**src/verilog/baud_ctl_pkg.sv**
```systemverilog
// Shared constants and types for the baud control block
package baud_ctl_pkg;
	// Register bus address width and byte offsets
	localparam int ADDR_W = 5;
	localparam logic [ADDR_W-1:0] OFF_CTRL = 5'h00;
	localparam logic [ADDR_W-1:0] OFF_DIV = 5'h04;
	localparam logic [ADDR_W-1:0] OFF_STAT = 5'h08;
	localparam logic [ADDR_W-1:0] OFF_MASK = 5'h0C;
	// Control register field positions
	localparam int B_OVF = 7;
	localparam int B_RXIDLE = 6;
	localparam int B_RSV5 = 5;
	localparam int B_POL = 4;
	localparam int B_WIDE = 3;
	localparam int B_RSV2 = 2;
	localparam int B_WAKE = 1;
	localparam int B_ABD = 0;
	// Interrupt status and mask field positions
	localparam int S_WAKE = 0;
	localparam int S_ABD = 1;
	localparam int S_OVF = 2;
	localparam int STAT_W = 3;
	// Values after reset
	localparam logic [7:0] CTRL_RST = 8'h40;
	localparam logic [15:0] DIV_RST = 16'h0000;
	localparam logic [STAT_W-1:0] STAT_RST = 3'h0;
	// Bus response codes
	localparam logic [1:0] RESP_OK = 2'h0;
	localparam logic [1:0] RESP_SLVERR = 2'h2;
	// Measurement: index, counted from 0, of the last falling edge after the first in a 55h sync field
	localparam logic [2:0] SYNC_LAST_EDGE = 3'h3;
	localparam int MEAS_W = 19;
	localparam int MEAS_SHIFT = 3;
	localparam int NARROW_LIMIT_BIT = 11;
	// Measurement states
	typedef enum logic [1:0] {
		M_IDLE = 2'b00,
		M_WAIT = 2'b01,
		M_RUN = 2'b10
	} meter_state_t;
endpackage

```
**src/verilog/autobaud_meter.sv**
```systemverilog
// Measures the bit time of a 55h sync field on the receive pin
`timescale 1ns/1ps
module autobaud_meter (
	// Clock, reset, enable
	input wire logic core_clk,
	input wire logic sys_rst,
	input wire logic clk_en,
	// Control
	input wire logic arm,
	input wire logic wide,
	input wire logic rx_fall,
	// Results
	output logic done_q,
	output logic ovf_q,
	output logic [15:0] result_q
);
	import baud_ctl_pkg::*;

	meter_state_t state_q, state_d;
	logic [MEAS_W-1:0] cnt_q, cnt_d;
	logic [2:0] edge_q, edge_d;
	logic done_d, ovf_d, over;
	logic [15:0] result_d;

	// Sync field has five falling edges over eight bit times
	always_comb
	begin
		state_d = state_q;
		cnt_d = cnt_q;
		edge_d = edge_q;
		done_d = 1'b0;
		ovf_d = 1'b0;
		result_d = result_q;
		over = wide ? (&cnt_q) : cnt_q[NARROW_LIMIT_BIT];
		unique case (state_q)
			M_IDLE:
				if (arm && !done_q && !ovf_q)
					state_d = M_WAIT;
			M_WAIT:
				if (!arm)
					state_d = M_IDLE;
				else if (rx_fall)
				begin
					state_d = M_RUN;
					cnt_d = '0;
					edge_d = '0;
				end
			M_RUN:
			begin
				cnt_d = cnt_q + 1'b1;
				if (!arm)
					state_d = M_IDLE;
				else if (over)
				begin
					// Too slow for the selected width
					ovf_d = 1'b1;
					state_d = M_IDLE;
				end
				else if (rx_fall)
				begin
					edge_d = edge_q + 1'b1;
					if (edge_q == SYNC_LAST_EDGE)
					begin
						done_d = 1'b1;
						result_d = cnt_d[MEAS_W-1:MEAS_SHIFT];
						state_d = M_IDLE;
					end
				end
			end
			default:
				state_d = M_IDLE;
		endcase
	end

	always_ff @(posedge core_clk)
	begin
		if (sys_rst)
		begin
			state_q <= M_IDLE;
			cnt_q <= '0;
			edge_q <= '0;
			done_q <= 1'b0;
			ovf_q <= 1'b0;
			result_q <= '0;
		end
		else if (clk_en)
		begin
			state_q <= state_d;
			cnt_q <= cnt_d;
			edge_q <= edge_d;
			done_q <= done_d;
			ovf_q <= ovf_d;
			result_q <= result_d;
		end
	end
endmodule

```
**src/verilog/baud_control.sv**
```systemverilog
// Baud control register, line polarity, wake-up and auto-baud
`timescale 1ns/1ps
module baud_control (
	// Clock, reset, enable
	input wire logic core_clk,
	input wire logic sys_rst,
	input wire logic clk_en,
	// AXI4-Lite slave
	input wire logic [baud_ctl_pkg::ADDR_W-1:0] s_axi_awaddr,
	input wire logic s_axi_awvalid,
	output logic s_axi_awready,
	input wire logic [31:0] s_axi_wdata,
	input wire logic [3:0] s_axi_wstrb,
	input wire logic s_axi_wvalid,
	output logic s_axi_wready,
	output logic [1:0] s_axi_bresp,
	output logic s_axi_bvalid,
	input wire logic s_axi_bready,
	input wire logic [baud_ctl_pkg::ADDR_W-1:0] s_axi_araddr,
	input wire logic s_axi_arvalid,
	output logic s_axi_arready,
	output logic [31:0] s_axi_rdata,
	output logic [1:0] s_axi_rresp,
	output logic s_axi_rvalid,
	input wire logic s_axi_rready,
	// Serial core side
	input wire logic sync_mode,
	input wire logic rx_busy,
	input wire logic tx_serial,
	input wire logic sclk_raw,
	// Pins
	input wire logic rx_pin,
	output logic tx_pin_q,
	output logic sync_serial_clock_pin_o,
	output logic sync_serial_clock_pin_oe,
	// Baud tick and interrupt
	output logic baud_tick_q,
	output logic irq_q
);
	import baud_ctl_pkg::*;

	logic aw_got_q, aw_got_d, w_got_q, w_got_d;
	logic [ADDR_W-1:0] awaddr_q, awaddr_d;
	logic [31:0] wdata_q, wdata_d;
	logic [3:0] wstrb_q, wstrb_d;
	logic awready_d, wready_d, bvalid_d, arready_d, rvalid_d;
	logic [1:0] bresp_d, rresp_d;
	logic [31:0] rdata_d;
	logic wr_go, wr_ctrl, wr_div, wr_stat, wr_mask;

	logic [7:0] ctrl_q, ctrl_d;
	logic [15:0] div_q, div_d;
	logic [STAT_W-1:0] stat_q, stat_d, mask_q, mask_d;
	logic rx_prev_q, rx_prev_d, wake_fell_q, wake_fell_d;
	logic tx_d, sclk_d, sclk_oe_d, irq_d;
	logic rx_fall, rx_rise, abd_done, abd_ovf;
	logic [15:0] abd_result;

	// A write commits once both address and data are held
	assign wr_go = aw_got_q && w_got_q && !s_axi_bvalid;
	assign wr_ctrl = wr_go && awaddr_q == OFF_CTRL && wstrb_q[0];
	assign wr_div = wr_go && awaddr_q == OFF_DIV;
	assign wr_stat = wr_go && awaddr_q == OFF_STAT && wstrb_q[0];
	assign wr_mask = wr_go && awaddr_q == OFF_MASK && wstrb_q[0];

	// Bus handshakes; address and data are taken in either order
	always_comb
	begin
		aw_got_d = aw_got_q;
		w_got_d = w_got_q;
		awaddr_d = awaddr_q;
		wdata_d = wdata_q;
		wstrb_d = wstrb_q;
		bvalid_d = s_axi_bvalid;
		bresp_d = s_axi_bresp;
		rvalid_d = s_axi_rvalid;
		rresp_d = s_axi_rresp;
		rdata_d = s_axi_rdata;
		if (s_axi_awvalid && s_axi_awready)
		begin
			aw_got_d = 1'b1;
			awaddr_d = s_axi_awaddr;
		end
		if (s_axi_wvalid && s_axi_wready)
		begin
			w_got_d = 1'b1;
			wdata_d = s_axi_wdata;
			wstrb_d = s_axi_wstrb;
		end
		if (wr_go)
		begin
			aw_got_d = 1'b0;
			w_got_d = 1'b0;
			bvalid_d = 1'b1;
			bresp_d = (awaddr_q == OFF_CTRL || awaddr_q == OFF_DIV ||
				awaddr_q == OFF_STAT || awaddr_q == OFF_MASK) ?
				RESP_OK : RESP_SLVERR;
		end
		else if (s_axi_bvalid && s_axi_bready)
			bvalid_d = 1'b0;
		if (s_axi_rvalid && s_axi_rready)
			rvalid_d = 1'b0;
		if (s_axi_arvalid && s_axi_arready)
		begin
			rvalid_d = 1'b1;
			rresp_d = RESP_OK;
			rdata_d = 32'h00000000;
			unique case (s_axi_araddr)
				OFF_CTRL: rdata_d[7:0] = ctrl_q;
				OFF_DIV: rdata_d[15:0] = div_q;
				OFF_STAT: rdata_d[STAT_W-1:0] = stat_q;
				OFF_MASK: rdata_d[STAT_W-1:0] = mask_q;
				default: rresp_d = RESP_SLVERR;
			endcase
		end
		// One write and one read outstanding at most
		awready_d = !aw_got_d && !bvalid_d;
		wready_d = !w_got_d && !bvalid_d;
		arready_d = !rvalid_d;
	end

	always_ff @(posedge core_clk)
	begin
		if (sys_rst)
		begin
			aw_got_q <= 1'b0;
			w_got_q <= 1'b0;
			awaddr_q <= '0;
			wdata_q <= 32'h00000000;
			wstrb_q <= 4'h0;
			s_axi_awready <= 1'b0;
			s_axi_wready <= 1'b0;
			s_axi_bvalid <= 1'b0;
			s_axi_bresp <= RESP_OK;
			s_axi_arready <= 1'b0;
			s_axi_rvalid <= 1'b0;
			s_axi_rresp <= RESP_OK;
			s_axi_rdata <= 32'h00000000;
		end
		else if (clk_en)
		begin
			aw_got_q <= aw_got_d;
			w_got_q <= w_got_d;
			awaddr_q <= awaddr_d;
			wdata_q <= wdata_d;
			wstrb_q <= wstrb_d;
			s_axi_awready <= awready_d;
			s_axi_wready <= wready_d;
			s_axi_bvalid <= bvalid_d;
			s_axi_bresp <= bresp_d;
			s_axi_arready <= arready_d;
			s_axi_rvalid <= rvalid_d;
			s_axi_rresp <= rresp_d;
			s_axi_rdata <= rdata_d;
		end
	end

	// Receive pin edges, the pin counts as synchronous
	assign rx_fall = rx_prev_q && !rx_pin;
	assign rx_rise = !rx_prev_q && rx_pin;

	autobaud_meter u_meter (
		.core_clk(core_clk),
		.sys_rst(sys_rst),
		.clk_en(clk_en),
		.arm(ctrl_q[B_ABD] && !sync_mode),
		.wide(ctrl_q[B_WIDE]),
		.rx_fall(rx_fall),
		.done_q(abd_done),
		.ovf_q(abd_ovf),
		.result_q(abd_result)
	);

	// Control, divisor and interrupt state
	always_comb
	begin
		ctrl_d = ctrl_q;
		div_d = div_q;
		stat_d = stat_q;
		mask_d = mask_q;
		rx_prev_d = rx_pin;
		wake_fell_d = wake_fell_q;
		if (wr_ctrl)
		begin
			ctrl_d[B_POL] = wdata_q[B_POL];
			ctrl_d[B_WIDE] = wdata_q[B_WIDE];
			ctrl_d[B_WAKE] = wdata_q[B_WAKE];
			ctrl_d[B_ABD] = wdata_q[B_ABD];
			// Overflow flag is cleared by writing zero
			if (!wdata_q[B_OVF])
				ctrl_d[B_OVF] = 1'b0;
		end
		if (wr_div && wstrb_q[0])
			div_d[7:0] = wdata_q[7:0];
		if (wr_div && wstrb_q[1])
			div_d[15:8] = wdata_q[15:8];
		if (wr_mask)
			mask_d = wdata_q[STAT_W-1:0];
		// Status bits clear on a written one
		if (wr_stat)
			stat_d = stat_q & ~wdata_q[STAT_W-1:0];
		if (abd_done)
		begin
			div_d = abd_result;
			ctrl_d[B_ABD] = 1'b0;
			stat_d[S_ABD] = 1'b1;
		end
		// overflow flag, set wins over clear
		if (abd_ovf && !sync_mode)
		begin
			ctrl_d[B_OVF] = 1'b1;
			ctrl_d[B_ABD] = 1'b0;
			stat_d[S_OVF] = 1'b1;
		end
		// wake edge watch; sync mode ignores it
		if (!ctrl_q[B_WAKE] || sync_mode)
			wake_fell_d = 1'b0;
		else if (rx_fall)
		begin
			stat_d[S_WAKE] = 1'b1;
			wake_fell_d = 1'b1;
		end
		else if (wake_fell_q && rx_rise)
		begin
			ctrl_d[B_WAKE] = 1'b0;
			wake_fell_d = 1'b0;
		end
		// receive idle flag tracks the receiver, held low in sync mode
		ctrl_d[B_RXIDLE] = !sync_mode && !rx_busy;
		ctrl_d[B_RSV5] = 1'b0;
		ctrl_d[B_RSV2] = 1'b0;
		tx_d = tx_serial ^ (ctrl_d[B_POL] && !sync_mode);
		sclk_d = sclk_raw ^ (ctrl_d[B_POL] && sync_mode);
		sclk_oe_d = sync_mode;
		irq_d = |(stat_d & mask_d);
	end

	always_ff @(posedge core_clk)
	begin
		if (sys_rst)
		begin
			ctrl_q <= CTRL_RST;
			div_q <= DIV_RST;
			stat_q <= STAT_RST;
			mask_q <= STAT_RST;
			rx_prev_q <= 1'b1;
			wake_fell_q <= 1'b0;
			tx_pin_q <= 1'b1;
			sync_serial_clock_pin_o <= 1'b0;
			sync_serial_clock_pin_oe <= 1'b0;
			irq_q <= 1'b0;
		end
		else if (clk_en)
		begin
			ctrl_q <= ctrl_d;
			div_q <= div_d;
			stat_q <= stat_d;
			mask_q <= mask_d;
			rx_prev_q <= rx_prev_d;
			wake_fell_q <= wake_fell_d;
			tx_pin_q <= tx_d;
			sync_serial_clock_pin_o <= sclk_d;
			sync_serial_clock_pin_oe <= sclk_oe_d;
			irq_q <= irq_d;
		end
	end

	// generator width from the control bit
	baud_divider #(
		.DIV_W(16)
	) u_div (
		.core_clk(core_clk),
		.sys_rst(sys_rst),
		.clk_en(clk_en),
		.wide(ctrl_q[B_WIDE]),
		.divisor(div_q),
		.tick_q(baud_tick_q)
	);

	overflow_flag_a: assert property (@(posedge core_clk) disable iff (sys_rst)
		clk_en && abd_ovf && !sync_mode |=> ctrl_q[B_OVF] && !ctrl_q[B_ABD])
		else $error("overflow did not set flag");

	idle_flag_a: assert property (@(posedge core_clk) disable iff (sys_rst)
		clk_en && !sync_mode |=> ctrl_q[B_RXIDLE] == !$past(rx_busy))
		else $error("receive idle flag wrong");

	tx_polarity_a: assert property (@(posedge core_clk) disable iff (sys_rst)
		clk_en && !sync_mode && tx_serial |=> tx_pin_q == !ctrl_q[B_POL])
		else $error("transmit idle polarity wrong");

	clock_polarity_a: assert property (@(posedge core_clk) disable iff (sys_rst)
		clk_en && sync_mode && !sclk_raw ##1 clk_en && sync_mode
		|-> sync_serial_clock_pin_o == ctrl_q[B_POL] && sync_serial_clock_pin_oe)
		else $error("serial clock idle polarity wrong");

	wake_raise_a: assert property (@(posedge core_clk) disable iff (sys_rst)
		clk_en && !sync_mode && ctrl_q[B_WAKE] && rx_fall
		|=> stat_q[S_WAKE] && wake_fell_q)
		else $error("wake edge not flagged");

	wake_clear_a: assert property (@(posedge core_clk) disable iff (sys_rst)
		clk_en && !sync_mode && wake_fell_q && rx_rise |=> !ctrl_q[B_WAKE])
		else $error("wake enable not cleared");

	sync_wake_a: assert property (@(posedge core_clk) disable iff (sys_rst)
		clk_en && sync_mode && rx_fall |=> !$rose(stat_q[S_WAKE]))
		else $error("wake seen in sync mode");

	measure_done_a: assert property (@(posedge core_clk) disable iff (sys_rst)
		clk_en && abd_done |=> !ctrl_q[B_ABD] && stat_q[S_ABD])
		else $error("auto-baud not cleared on completion");

	reserved_zero_a: assert property (@(posedge core_clk) disable iff (sys_rst)
		s_axi_rvalid && $rose(s_axi_rvalid) && $past(s_axi_araddr) == OFF_CTRL
		|-> s_axi_rdata[B_RSV5] == 1'b0 && s_axi_rdata[B_RSV2] == 1'b0)
		else $error("unused control bits read nonzero");
endmodule

```
**src/verilog/baud_divider.sv**
```systemverilog
// Baud rate generator, 8-bit or 16-bit down counter
`timescale 1ns/1ps
module baud_divider #(
	parameter int DIV_W = 16
) (
	// Clock, reset, enable
	input wire logic core_clk,
	input wire logic sys_rst,
	input wire logic clk_en,
	// Control
	input wire logic wide,
	input wire logic [DIV_W-1:0] divisor,
	// Tick out
	output logic tick_q
);
	import baud_ctl_pkg::*;

	logic [DIV_W-1:0] cnt_q, cnt_d;
	logic tick_d;

	// Reload at zero; narrow mode ignores the divisor's upper byte
	always_comb
	begin
		tick_d = 1'b0;
		cnt_d = cnt_q - 1'b1;
		if (cnt_q == '0)
		begin
			tick_d = 1'b1;
			cnt_d = wide ? divisor : DIV_W'(divisor[7:0]);
		end
	end

	always_ff @(posedge core_clk)
	begin
		if (sys_rst)
		begin
			cnt_q <= '0;
			tick_q <= 1'b0;
		end
		else if (clk_en)
		begin
			cnt_q <= cnt_d;
			tick_q <= tick_d;
		end
	end

	// Width select of the reload
	narrow_reload_a: assert property (@(posedge core_clk) disable iff (sys_rst)
		clk_en && !wide && cnt_q == '0 |=> cnt_q == DIV_W'($past(divisor[7:0])))
		else $error("narrow reload used upper divisor bits");
endmodule
```
**config.mk**
```make
export PLATFORM = sky130hd
export DESIGN_NAME = baud_control
export DESIGN_NICKNAME = d
export VERILOG_FILES = /design/src/verilog/baud_ctl_pkg.sv /design/src/verilog/autobaud_meter.sv /design/src/verilog/baud_control.sv /design/src/verilog/baud_divider.sv
export SDC_FILE = /design/constraint.sdc
export NUM_CORES = 1
export LEC_CHECK = 0
export ABC_CLOCK_PERIOD_IN_PS = 2100
export BUFFER_PORTS_ARGS = -buffer_cell sky130_fd_sc_hd__buf_2
export CAP_MARGIN = 20
export CORE_AREA = 4 4 129 119
export DETAILED_ROUTE_END_ITERATION = 8
export DIE_AREA = 0 0 133 123
export GPL_ROUTABILITY_DRIVEN = 0
export PLACE_DENSITY = 0.84
export SLEW_MARGIN = 20
export SYNTH_ARGS = -nofsm -noshare
export SYNTH_HDL_FRONTEND = slang
export SYNTH_SLANG_ARGS = --single-unit
```
**constraint.sdc**
```tcl
create_clock -name core_clk -period 2.1 [get_ports core_clk]
set_input_delay 0.42 -clock core_clk [delete_from_list [all_inputs] [get_ports core_clk]]
set_output_delay 0.42 -clock core_clk [all_outputs]
set_load 0.02 [all_outputs]
```
==> results of run 1 <==
## worst max-delay path, stage by stage (launching register included)
cell	delay [ns]
sky130_fd_sc_hd__dfxtp_2	0.32
sky130_fd_sc_hd__or4_4	0.54
sky130_fd_sc_hd__buf_4	0.18
sky130_fd_sc_hd__nor4_1	0.53
sky130_fd_sc_hd__a21oi_1	0.16
sky130_fd_sc_hd__a311oi_1	0.27
## per-stage QoR
stage / setup TNS (ns) / std cells / hold WS (ns) / utilization, % / power [uW]
floorplan: 0 / 826 / 0.4338 / - / 4312
global placement: 0 / 1081 / 0.4418 / 55.10 / 4861
detailed placement: -0.06818 / 1081 / 0.4456 / 55.10 / 4909
CTS: 0 / 1113 / 0.1584 / 59.49 / 7986
global route: -0.08752 / 1114 / 0.1813 / 59.97 / 8527
finish: 0 / 1114 / 0.1658 / 59.97 / 8208
## cells in the mapped netlist (6+ instances only)
cell type                    n  area (um2)
sky130_fd_sc_hd__a31oi_1     7       43.79
sky130_fd_sc_hd__dfxtp_1   141        2823
sky130_fd_sc_hd__nor2_1     81       304.0
sky130_fd_sc_hd__a211oi_2   12       150.1
sky130_fd_sc_hd__o21ai_0    38       190.2
sky130_fd_sc_hd__mux2_2     15       168.9
sky130_fd_sc_hd__and3_1      9       56.30
sky130_fd_sc_hd__or3_1      10       62.56
sky130_fd_sc_hd__nor4_1     12       75.07
sky130_fd_sc_hd__nand3_1    20       100.1
sky130_fd_sc_hd__buf_2       7       35.03
sky130_fd_sc_hd__o211ai_1    6       45.04
sky130_fd_sc_hd__inv_1      14       52.55
sky130_fd_sc_hd__a22oi_1    20       150.1
sky130_fd_sc_hd__a211oi_1   24       180.2
sky130_fd_sc_hd__nand3b_1    7       52.55
sky130_fd_sc_hd__nor3_1     16       80.08
sky130_fd_sc_hd__a21oi_1    85       425.4
sky130_fd_sc_hd__buf_4      18       135.1
sky130_fd_sc_hd__nand4_1     9       56.30
sky130_fd_sc_hd__xnor2_1    13       113.9
sky130_fd_sc_hd__nand2_1    86       322.8
sky130_fd_sc_hd__clkbuf_1   39       146.4
sky130_fd_sc_hd__mux2i_1    28       280.3
## cell usage in the layout, fill, tap and decap left out, types with 5 or more instances in the layout
cell                         Yosys  final
sky130_fd_sc_hd__o211ai_1        6      6
sky130_fd_sc_hd__a211oi_1       24     24
sky130_fd_sc_hd__mux2_2         15     15
sky130_fd_sc_hd__clkbuf_16       0     17
sky130_fd_sc_hd__clkinvlp_4      0      5
sky130_fd_sc_hd__nor4_1         12     10
sky130_fd_sc_hd__dfxtp_1       141    138
sky130_fd_sc_hd__or3_1          10      9
sky130_fd_sc_hd__o21ai_0        38     33
sky130_fd_sc_hd__xnor2_1        13     13
sky130_fd_sc_hd__a21oi_1        85     84
sky130_fd_sc_hd__a22oi_1        20     20
sky130_fd_sc_hd__o21ai_1         4      9
sky130_fd_sc_hd__and3_1          9      8
sky130_fd_sc_hd__buf_2           7     67
sky130_fd_sc_hd__nor2_1         81     81
sky130_fd_sc_hd__inv_1          14     14
sky130_fd_sc_hd__nand3b_1        7      7
sky130_fd_sc_hd__conb_1          1     18
sky130_fd_sc_hd__mux2i_1        28     28
sky130_fd_sc_hd__buf_4          18     60
sky130_fd_sc_hd__nand4_1         9      9
sky130_fd_sc_hd__nand2b_1        5      5
sky130_fd_sc_hd__nor3_1         16     15
sky130_fd_sc_hd__a31oi_1         7      7
sky130_fd_sc_hd__nand3_1        20     20
sky130_fd_sc_hd__a211oi_2       12     12
sky130_fd_sc_hd__nand2_1        86     85
## state kept, by name, summed over array words and instances (netlist names), 2 cells and up
| signal | cells |
|---|---|
| wdata_q | 16 |
| u_meter.state_q | 2 |
| wstrb_q | 2 |
| u_meter.edge_q | 3 |
| u_meter.cnt_q | 19 |
| u_meter.result_q | 16 |
| stat_q | 3 |
| s_axi_rdata | 16 |
| u_div.cnt_q | 16 |
| mask_q | 3 |
| div_q | 16 |
| awaddr_q | 5 |
| ctrl_q | 6 |
## worst min-delay path by stage
stage / start / slack (ns) / to / cells past startpoint
2_1_floorplan: wdata_q[10]$_SDFFE_PP0P_ / 0.43 / wdata_q[10]$_SDFFE_PP0P_ / 2
3_3_place_gp: wdata_q[12]$_SDFFE_PP0P_ / 0.44 / wdata_q[12]$_SDFFE_PP0P_ / 2
3_5_place_dp: wdata_q[8]$_SDFFE_PP0P_ / 0.45 / wdata_q[8]$_SDFFE_PP0P_ / 2
4_1_cts: rx_busy / 0.16 / ctrl_q[6]$_SDFFE_PP1P_ / 2
5_1_grt: rx_busy / 0.18 / ctrl_q[6]$_SDFFE_PP1P_ / 2
6_report: rx_busy / 0.17 / ctrl_q[6]$_SDFFE_PP1P_ / 2
## final cells by class
class | instances | area [um2]
inverter | 15 | 56.30
sequential | 141 | 2826
tap | 193 | 241.5
clock inverter | 14 | 161.4
fill | 1171 | 5565
multi-input combinational | 600 | 3742
clock buffer | 18 | 429.2
timing repair buffer | 133 | 879.6
## layer usage
layer	vias up	wire (um)	share of wire, %	global-route usage [%]
met1	3066	8294	45	30.33
met2	285	8235	45	34.80
met3	41	1396	7.6	5.330
met4	0	525	2.8	9.481
li1	3107	-	-	-
met5	-	0	0	0
## cells by family (layout without fill, tap and decap cells)
kind of cell | Yosys count | in the layout
buffers and inverters | 85 | 180
AOI/OAI and AO/OA | 228 | 228
xor gates and xnor gates | 17 | 17
adders and majority gates | 5 | 5
and+or+nand+nor | 287 | 287
muxes | 45 | 45
other | 1 | 18
DFF | 141 | 141
## power breakdown
part | internal (uW) | total, uW | leakage [uW] | switching [uW]
combinational | 1010 | 2250 | 0.00174 | 1240
clock | 1770 | 3010 | 0.000272 | 1240
sequential | 2810 | 2950 | 0.00114 | 140
## timing repair
item / CTS / global route
pin swaps: 2 / 5
hold buffers: 0 / 0
setup buffers: 0 / 1
gates resized for setup: 3 / 19
hold endpoints to repair: 0 / 0
endpoints found under the setup margin: 11 / 25
==> results.txt, run 1 <==
The run finished with clean final reports. The number of setup violations in the final report is 0. The share of cells above drive strength 1 came out at 23.24%. The end of the worst register-to-register path is u_div.cnt_q[14]$_SDFFE_PP0P_. The number of antenna cells inserted came out at 0.

At the worst endpoint, the arrival time is 2.43 ns. After synthesis, the largest family of logic cells by area is compound AO/OA/AOI/OAI gates. Max-cap violations in this run came to 0. The area of the core came out at 13900 um2.

The number of cells on the worst reg-to-reg path is 5. The DRC violations left is 0. The tree is rooted in a sky130_fd_sc_hd__clkbuf_16. After floorplanning, the core was divided into 41 placement rows.

Entering global routing, the biggest net connects 62 pins. The nature of the critical path startpoint is a register. The number of buffers created by CTS came out at 17. The xor and xnor area share after synthesis came out at 2.175%.

In this run, synthesis produced a sequential element count of 141. The total number of vias is 6499. The area growth from synthesis to layout is 21.79%.

The initial standard-cell utilization of the core is 49.24%. The die footprint came out at 16360 um2. The mux cell area share after synthesis is 7.220%. The first TritonRoute pass finished after 6 iterations. The number of hold violations in the final report is 0. The worst pin sits at a relative slew slack of 44.65%. The number of global-route vias before repair came to 6092. The compound-gate portion of the synthesized area came out at 21.59%. The path class of the tightest hold or removal check is primary input to register. Of all flip-flops after synthesis, the portion carrying an async set or reset was 0%. In this run the worst path has a maximum fanout of 4. Clock latency on the worst-skew pair, taken at its later pin, is 0.43 ns. The sink count of the clock tree came out at 141. The number of H-tree levels is 4.

The post-route cell area is 8337 um2. The number of pins with negative max-slew slack in the final report came out at 0. The number of top-level pins came out at 105. The reported leakage power came out at 0.003154 uW. Setup repair after global routing could not meet its margin everywhere.

The netlist uses 64 different library cells. The aggregate routed wire length is 18450 um. The count of buffers added on input and output ports is 68.

The smallest clock period supported by the final layout is computed as 2.097 ns. The critical path required time is 2.44 ns. The simple-gate portion of the synthesized area came out at 20.71%. The initial antenna violation count came out at 0. The total congestion overflow after global routing is 0. The critical path in this run is classified as register to register. The total half-perimeter wirelength after legalization and detailed placement came out at 12810 um. TritonCTS built the clock tree.

Synthesis produced a netlist whose cell count is 809. The most critical setup path has its endpoint at u_div.cnt_q[14]$_SDFFE_PP0P_. The global routing usage summed across all routing layers came out at 22.49%.

After Yosys synthesis, full adders, half adders and majority gates account for 0.9139% of the synthesized area. The count of nets after finishing came out at 972. The achievable clock frequency came out at 476.8 MHz. The maximum clock insertion buffer count is 2. Timing analysis after detailed placement gives a worst setup slack of -0.02369 ns.

The power density normalized to cell area came out at 984.5 nW/um2. The placed cell area is 7660 um2. The part of the Yosys area used for sequential elements came out at 41.24%.

The slew at the pin closest to its max-slew limit came out at 0.8264 ns. The chip height came out at 123 um. Once detail routing completed, the nets flagged for antenna violations numbered 0. In this run the register-to-register setup slack is 0.003 ns. For this run, the leading register cell type out of synthesis is sky130_fd_sc_hd__dfxtp_1.

The share of the clock period used by the worst path after layout came out at 99.86%. The clock slew seen by the registers of the worst setup and hold paths is 0.06 ns. The synthesized area divided by synthesized cell count came out at 8.461 um2. The synthesized netlist occupies a cell area of 6845 um2.

The startpoint identified for the worst register-to-register timing path is u_div.cnt_q[6]$_SDFFE_PP0P_. The global-route wire length before repair came out at 29770 um. The worst setup path is captured at a register. In this run the horizontal extent of the chip is 133 um. The final worst-path setup slack is 0.002863 ns.

Using the TritonRoute via totals, the vias-per-cell ratio works out to 5.834. For this block, the initial DRC count from the detailed router was 689. The largest vdd supply drop is 627.0 uV.

The clock skew after layout came out at 0.006951 ns. The count of flip-flops with a built-in enable after synthesis came out at 0. The routed wire length per instance is 16.56 um.

During synthesis, Yosys emitted a total of 0 warnings. In this run the worst setup path begins at u_div.cnt_q[6]$_SDFFE_PP0P_.
Note: power is estimated with default switching activity, not from simulation.
==> inputs of run 2 (changes only) <==
--- a/config.mk
+++ b/config.mk
@@ -5,14 +5,15 @@
 export SDC_FILE = /design/constraint.sdc
 export NUM_CORES = 1
 export LEC_CHECK = 0
-export ABC_CLOCK_PERIOD_IN_PS = 2100
+export ABC_CLOCK_PERIOD_IN_PS = 2400
 export BUFFER_PORTS_ARGS = -buffer_cell sky130_fd_sc_hd__buf_2
 export CAP_MARGIN = 20
 export CORE_AREA = 4 4 129 119
+export CTS_CLUSTER_DIAMETER = 60
 export DETAILED_ROUTE_END_ITERATION = 8
 export DIE_AREA = 0 0 133 123
 export GPL_ROUTABILITY_DRIVEN = 0
-export PLACE_DENSITY = 0.84
+export PLACE_DENSITY = 0.81
 export SLEW_MARGIN = 20
 export SYNTH_ARGS = -nofsm -noshare
 export SYNTH_HDL_FRONTEND = slang
==> constraint.sdc (replaced) <==
create_clock -name core_clk -period 2.4 [get_ports core_clk]
set_input_delay 0.48 -clock core_clk [delete_from_list [all_inputs] [get_ports core_clk]]
set_output_delay 0.48 -clock core_clk [all_outputs]
set_load 0.02 [all_outputs]
==> run 2 against run 1 <==
Effect of this change:
- worst hold slack improved by 0.068 ns
- maximum frequency is 6.9% lower
- critical path depth is 1 higher
- wire length down 0.93%
- flip-flop and latch count unchanged
- first-iteration DRC count increased by 12%
- via count is 2.0% lower
- final cell count fell by 3.1%
- combinational power shrank 25%
- sequential power decreased by 12%
- die area unchanged
- clock power is 7.6% lower
- critical endpoint is now u_div.cnt_q[2]$_SDFFE_PP0P_
- largest cell class unchanged
==> results.txt, run 2 (synthesized netlist as in run 1, its figures left out) <==
Setup repair after global routing left no endpoint under its margin. The number of buffers added on ports came out at 68 (unchanged). The global routing usage summed across all routing layers is 22.47% (about the same). The sink count of the clock tree came out at 141 (unchanged). The final non-filler cell total is 1080 (-3.1%). The number of antenna cells inserted came out at 0 (unchanged). The number of buffers created by CTS is 17 (unchanged).

The shortest clock period the worst path allows after layout came out at 2.253 ns (+0.1556 ns). The clock slew seen by the registers of the worst setup and hold paths is 0.06 ns (about the same). The startpoint identified for the worst register-to-register timing path is u_div.cnt_q[7]$_SDFFE_PP0P_. The critical path is of the register to register type. The depth of the worst register-to-register path came to 6 (+1). The number of rows in the core area came out at 41 (unchanged). The relative area change from synthesis to final layout is 17.24%. The maximum number of pins on one net before global-route repair is 96 (+55%). The slew at the pin closest to its max-slew limit is 0.9297 ns (+0.1033 ns). The horizontal extent of the die came out at 133 um (unchanged). The number of flip-flops in the largest register came out at 19 (unchanged). TritonCTS built the clock tree. The worst hold path begins at rx_busy. The max-capacitance violation count came out at 0 (unchanged). The initial antenna violation count was 0 (unchanged).

The number of nets with antenna violations after routing came out at 0 (unchanged). The achievable clock frequency is 443.9 MHz (-6.9%). The worst setup path is captured at a register. The initial standard-cell utilization of the core came to 49.24% (unchanged).

The reported leakage power was 0.002992 uW (-5.1%). The number of H-tree levels is 4 (unchanged). The cell occurring most often along the worst timing path is sky130_fd_sc_hd__or4_4.

The critical path required time came out at 2.69 ns (+0.25 ns). For hold timing, the worst endpoint is ctrl_q[6]$_SDFFE_PP1P_. The run finished with clean final reports. The number of global-route vias before repair is 5897 (-3.2%).

The DRC violations left came to 0 (unchanged). Walking the worst path, the cells encountered are or4_4 > or4_4 > buf_4 > o21ai_0 > a2bb2oi_1 > o22ai_1. The hold path depth is 2 (unchanged). The chip height came out at 123 um (unchanged). The total congestion overflow after global routing came out at 0 (unchanged). STA classifies the critical path startpoint as a register. The critical-path maximum fanout came to 6 (+2). The number of hold violations in the final report came to 0 (unchanged).

The number of placed cells counting well taps is 1047 (-3.1%). The worst-case setup slack after placement is 0.1638 ns (+0.1875 ns). In the layout the commonest cells are sky130_fd_sc_hd__dfxtp_1, sky130_fd_sc_hd__nand2_1, sky130_fd_sc_hd__a21oi_1, sky130_fd_sc_hd__nor2_1, sky130_fd_sc_hd__buf_2. The tightest min-delay check is of the primary input to register type. The largest stage delay on the critical path is 0.57 ns (+0.03 ns). The share of the clock period used by the worst path after layout was 93.86% (-6.0 points). The total number of vias is 6372 (-2.0%). The arrival time at the worst endpoint is 2.54 ns (+0.11 ns). The total half-perimeter wirelength after legalization and detailed placement came out at 12280 um (-4.1%).

The number of pins with negative max-slew slack in the final report came out at 0 (unchanged). The die footprint is 16360 um2 (unchanged). The count of nets after finishing is 939 (-3.4%). The via-per-instance ratio came to 5.900 (+1.1%). The final worst-path setup slack is 0.1473 ns (+0.1444 ns). The cell at the slowest stage of the critical path is sky130_fd_sc_hd__or4_4. The number of top-level pins is 105 (unchanged). The starting DRC count in detailed routing came out at 775 (+12%). The register-to-register setup slack is 0.15 ns (+0.14 ns).

The share of cells above drive strength 1 is 18.83% (-4.4 points). The relative slew slack is 37.60% (-7.0 points). The total negative slack was 0 ns (unchanged).

The latest clock arrival within the worst-skew pair is 0.42 ns (about the same). The post-route cell area came out at 8025 um2 (-3.7%). The root buffer cell chosen for the clock tree is sky130_fd_sc_hd__clkbuf_16. The clock skew after layout came out at 0.006483 ns (-0.0004672 ns). The area of the core is 13900 um2 (unchanged).

The leading cell type in the layout, fill and taps excluded is sky130_fd_sc_hd__dfxtp_1. The routed wire length per instance came out at 16.93 um (+2.2%). The overall power consumption came to 7047 uW (-14%). The placed cell area was 7382 um2 (-3.6%).

The number of iterations in the first detailed-routing pass is 5 (-1). The maximum clock insertion buffer count is 2 (unchanged). The aggregate routed wire length came out at 18280 um (-0.93%). The global-route wire length before repair was 29680 um (-0.28%). The largest vdd supply drop was 605.7 uV (-3.4%).

The number of setup violations in the final report came out at 0 (unchanged). The power density normalized to cell area is 878.1 nW/um2 (-11%). The register with the most flip-flops in the final layout is u_meter.cnt_q. The endpoint identified for the worst register-to-register timing path is u_div.cnt_q[2]$_SDFFE_PP0P_.
==> run 2: cell types whose count changed in the layout (fill, tap and decap cells not counted), moves of 3 or more <==
cell                      before  now
sky130_fd_sc_hd__buf_4        60   31
sky130_fd_sc_hd__buf_6         3    0
sky130_fd_sc_hd__dfxtp_1     138  141
sky130_fd_sc_hd__dfxtp_2       3    0
sky130_fd_sc_hd__o21ai_0      33   38
sky130_fd_sc_hd__o21ai_1       9    4
==> run 2: critical path: cells and delay by family, from the launching register on <==
family	cells	cell delay, ns
buffers and inverters	1	0.19
AO/OA/AOI/OAI	3	0.43
flip-flops	1	0.36
AND/OR/NAND/NOR	2	1.14
==> run 2: metal layers <==
metal  share of wire, %  global-route usage, %  up-vias
met4                2.7                  10.26        0
met3                6.7                  3.824       41
met5                  0                      0        -
met2                 45                  35.85      276
li1                   -                      -     3036
met1                 46                  30.07     3019
==> run 2: area by class of cell <==
| class | count | area, um2 |
|---|---|---|
| fill | 1212 | 5877 |
| inverter | 15 | 56.30 |
| clock buffer | 17 | 425.4 |
| multi-input combinational | 600 | 3676 |
| clock inverter | 14 | 195.2 |
| sequential | 141 | 2823 |
| timing repair buffer | 100 | 608.1 |
| tap | 193 | 241.5 |
==> run 2: per-stage QoR <==
| step | hold WS, ns | util [%] |
|---|---|---|
| after floorplan | 0.4338 | - |
| after global placement | 0.4422 | 53.10 |
| after detailed placement | 0.4450 | 53.10 |
| after CTS | 0.2254 | 57.56 |
| after global routing | 0.2387 | 57.73 |
| final | 0.2340 | 57.73 |
==> run 2: worst max-delay path by stage <==
| stage | to | slack, ns | cells past startpoint | startpoint |
|---|---|---|---|---|
| after floorplan | u_meter.result_q[10]$_SDFFE_PP0P_ | 0.24 | 9 | u_meter.cnt_q[0]$_SDFFE_PP0P_ |
| after global placement | u_div.cnt_q[4]$_SDFFE_PP0P_ | 0.21 | 6 | u_div.cnt_q[7]$_SDFFE_PP0P_ |
| after detailed placement | u_meter.result_q[0]$_SDFFE_PP0P_ | 0.16 | 7 | u_meter.cnt_q[0]$_SDFFE_PP0P_ |
| after CTS | u_div.cnt_q[1]$_SDFFE_PP0P_ | 0.15 | 6 | u_div.cnt_q[7]$_SDFFE_PP0P_ |
| after global routing | u_meter.result_q[0]$_SDFFE_PP0P_ | 0.008 | 7 | u_meter.cnt_q[0]$_SDFFE_PP0P_ |
| final | u_div.cnt_q[2]$_SDFFE_PP0P_ | 0.15 | 6 | u_div.cnt_q[7]$_SDFFE_PP0P_ |
==> run 2: what timing repair did <==
action / CTS / global route
endpoints found under the setup margin: 0 / 7
hold endpoints to repair: 0 / 0
buffers inserted: 0 / 2
hold buffers: 0 / 0
gates resized for setup: 0 / 2
==> run 2: power breakdown <==
group | switching, uW | total [uW] | internal, uW
combinational | 976 | 1680 | 704
sequential | 126 | 2590 | 2460
clock | 1050 | 2780 | 1730
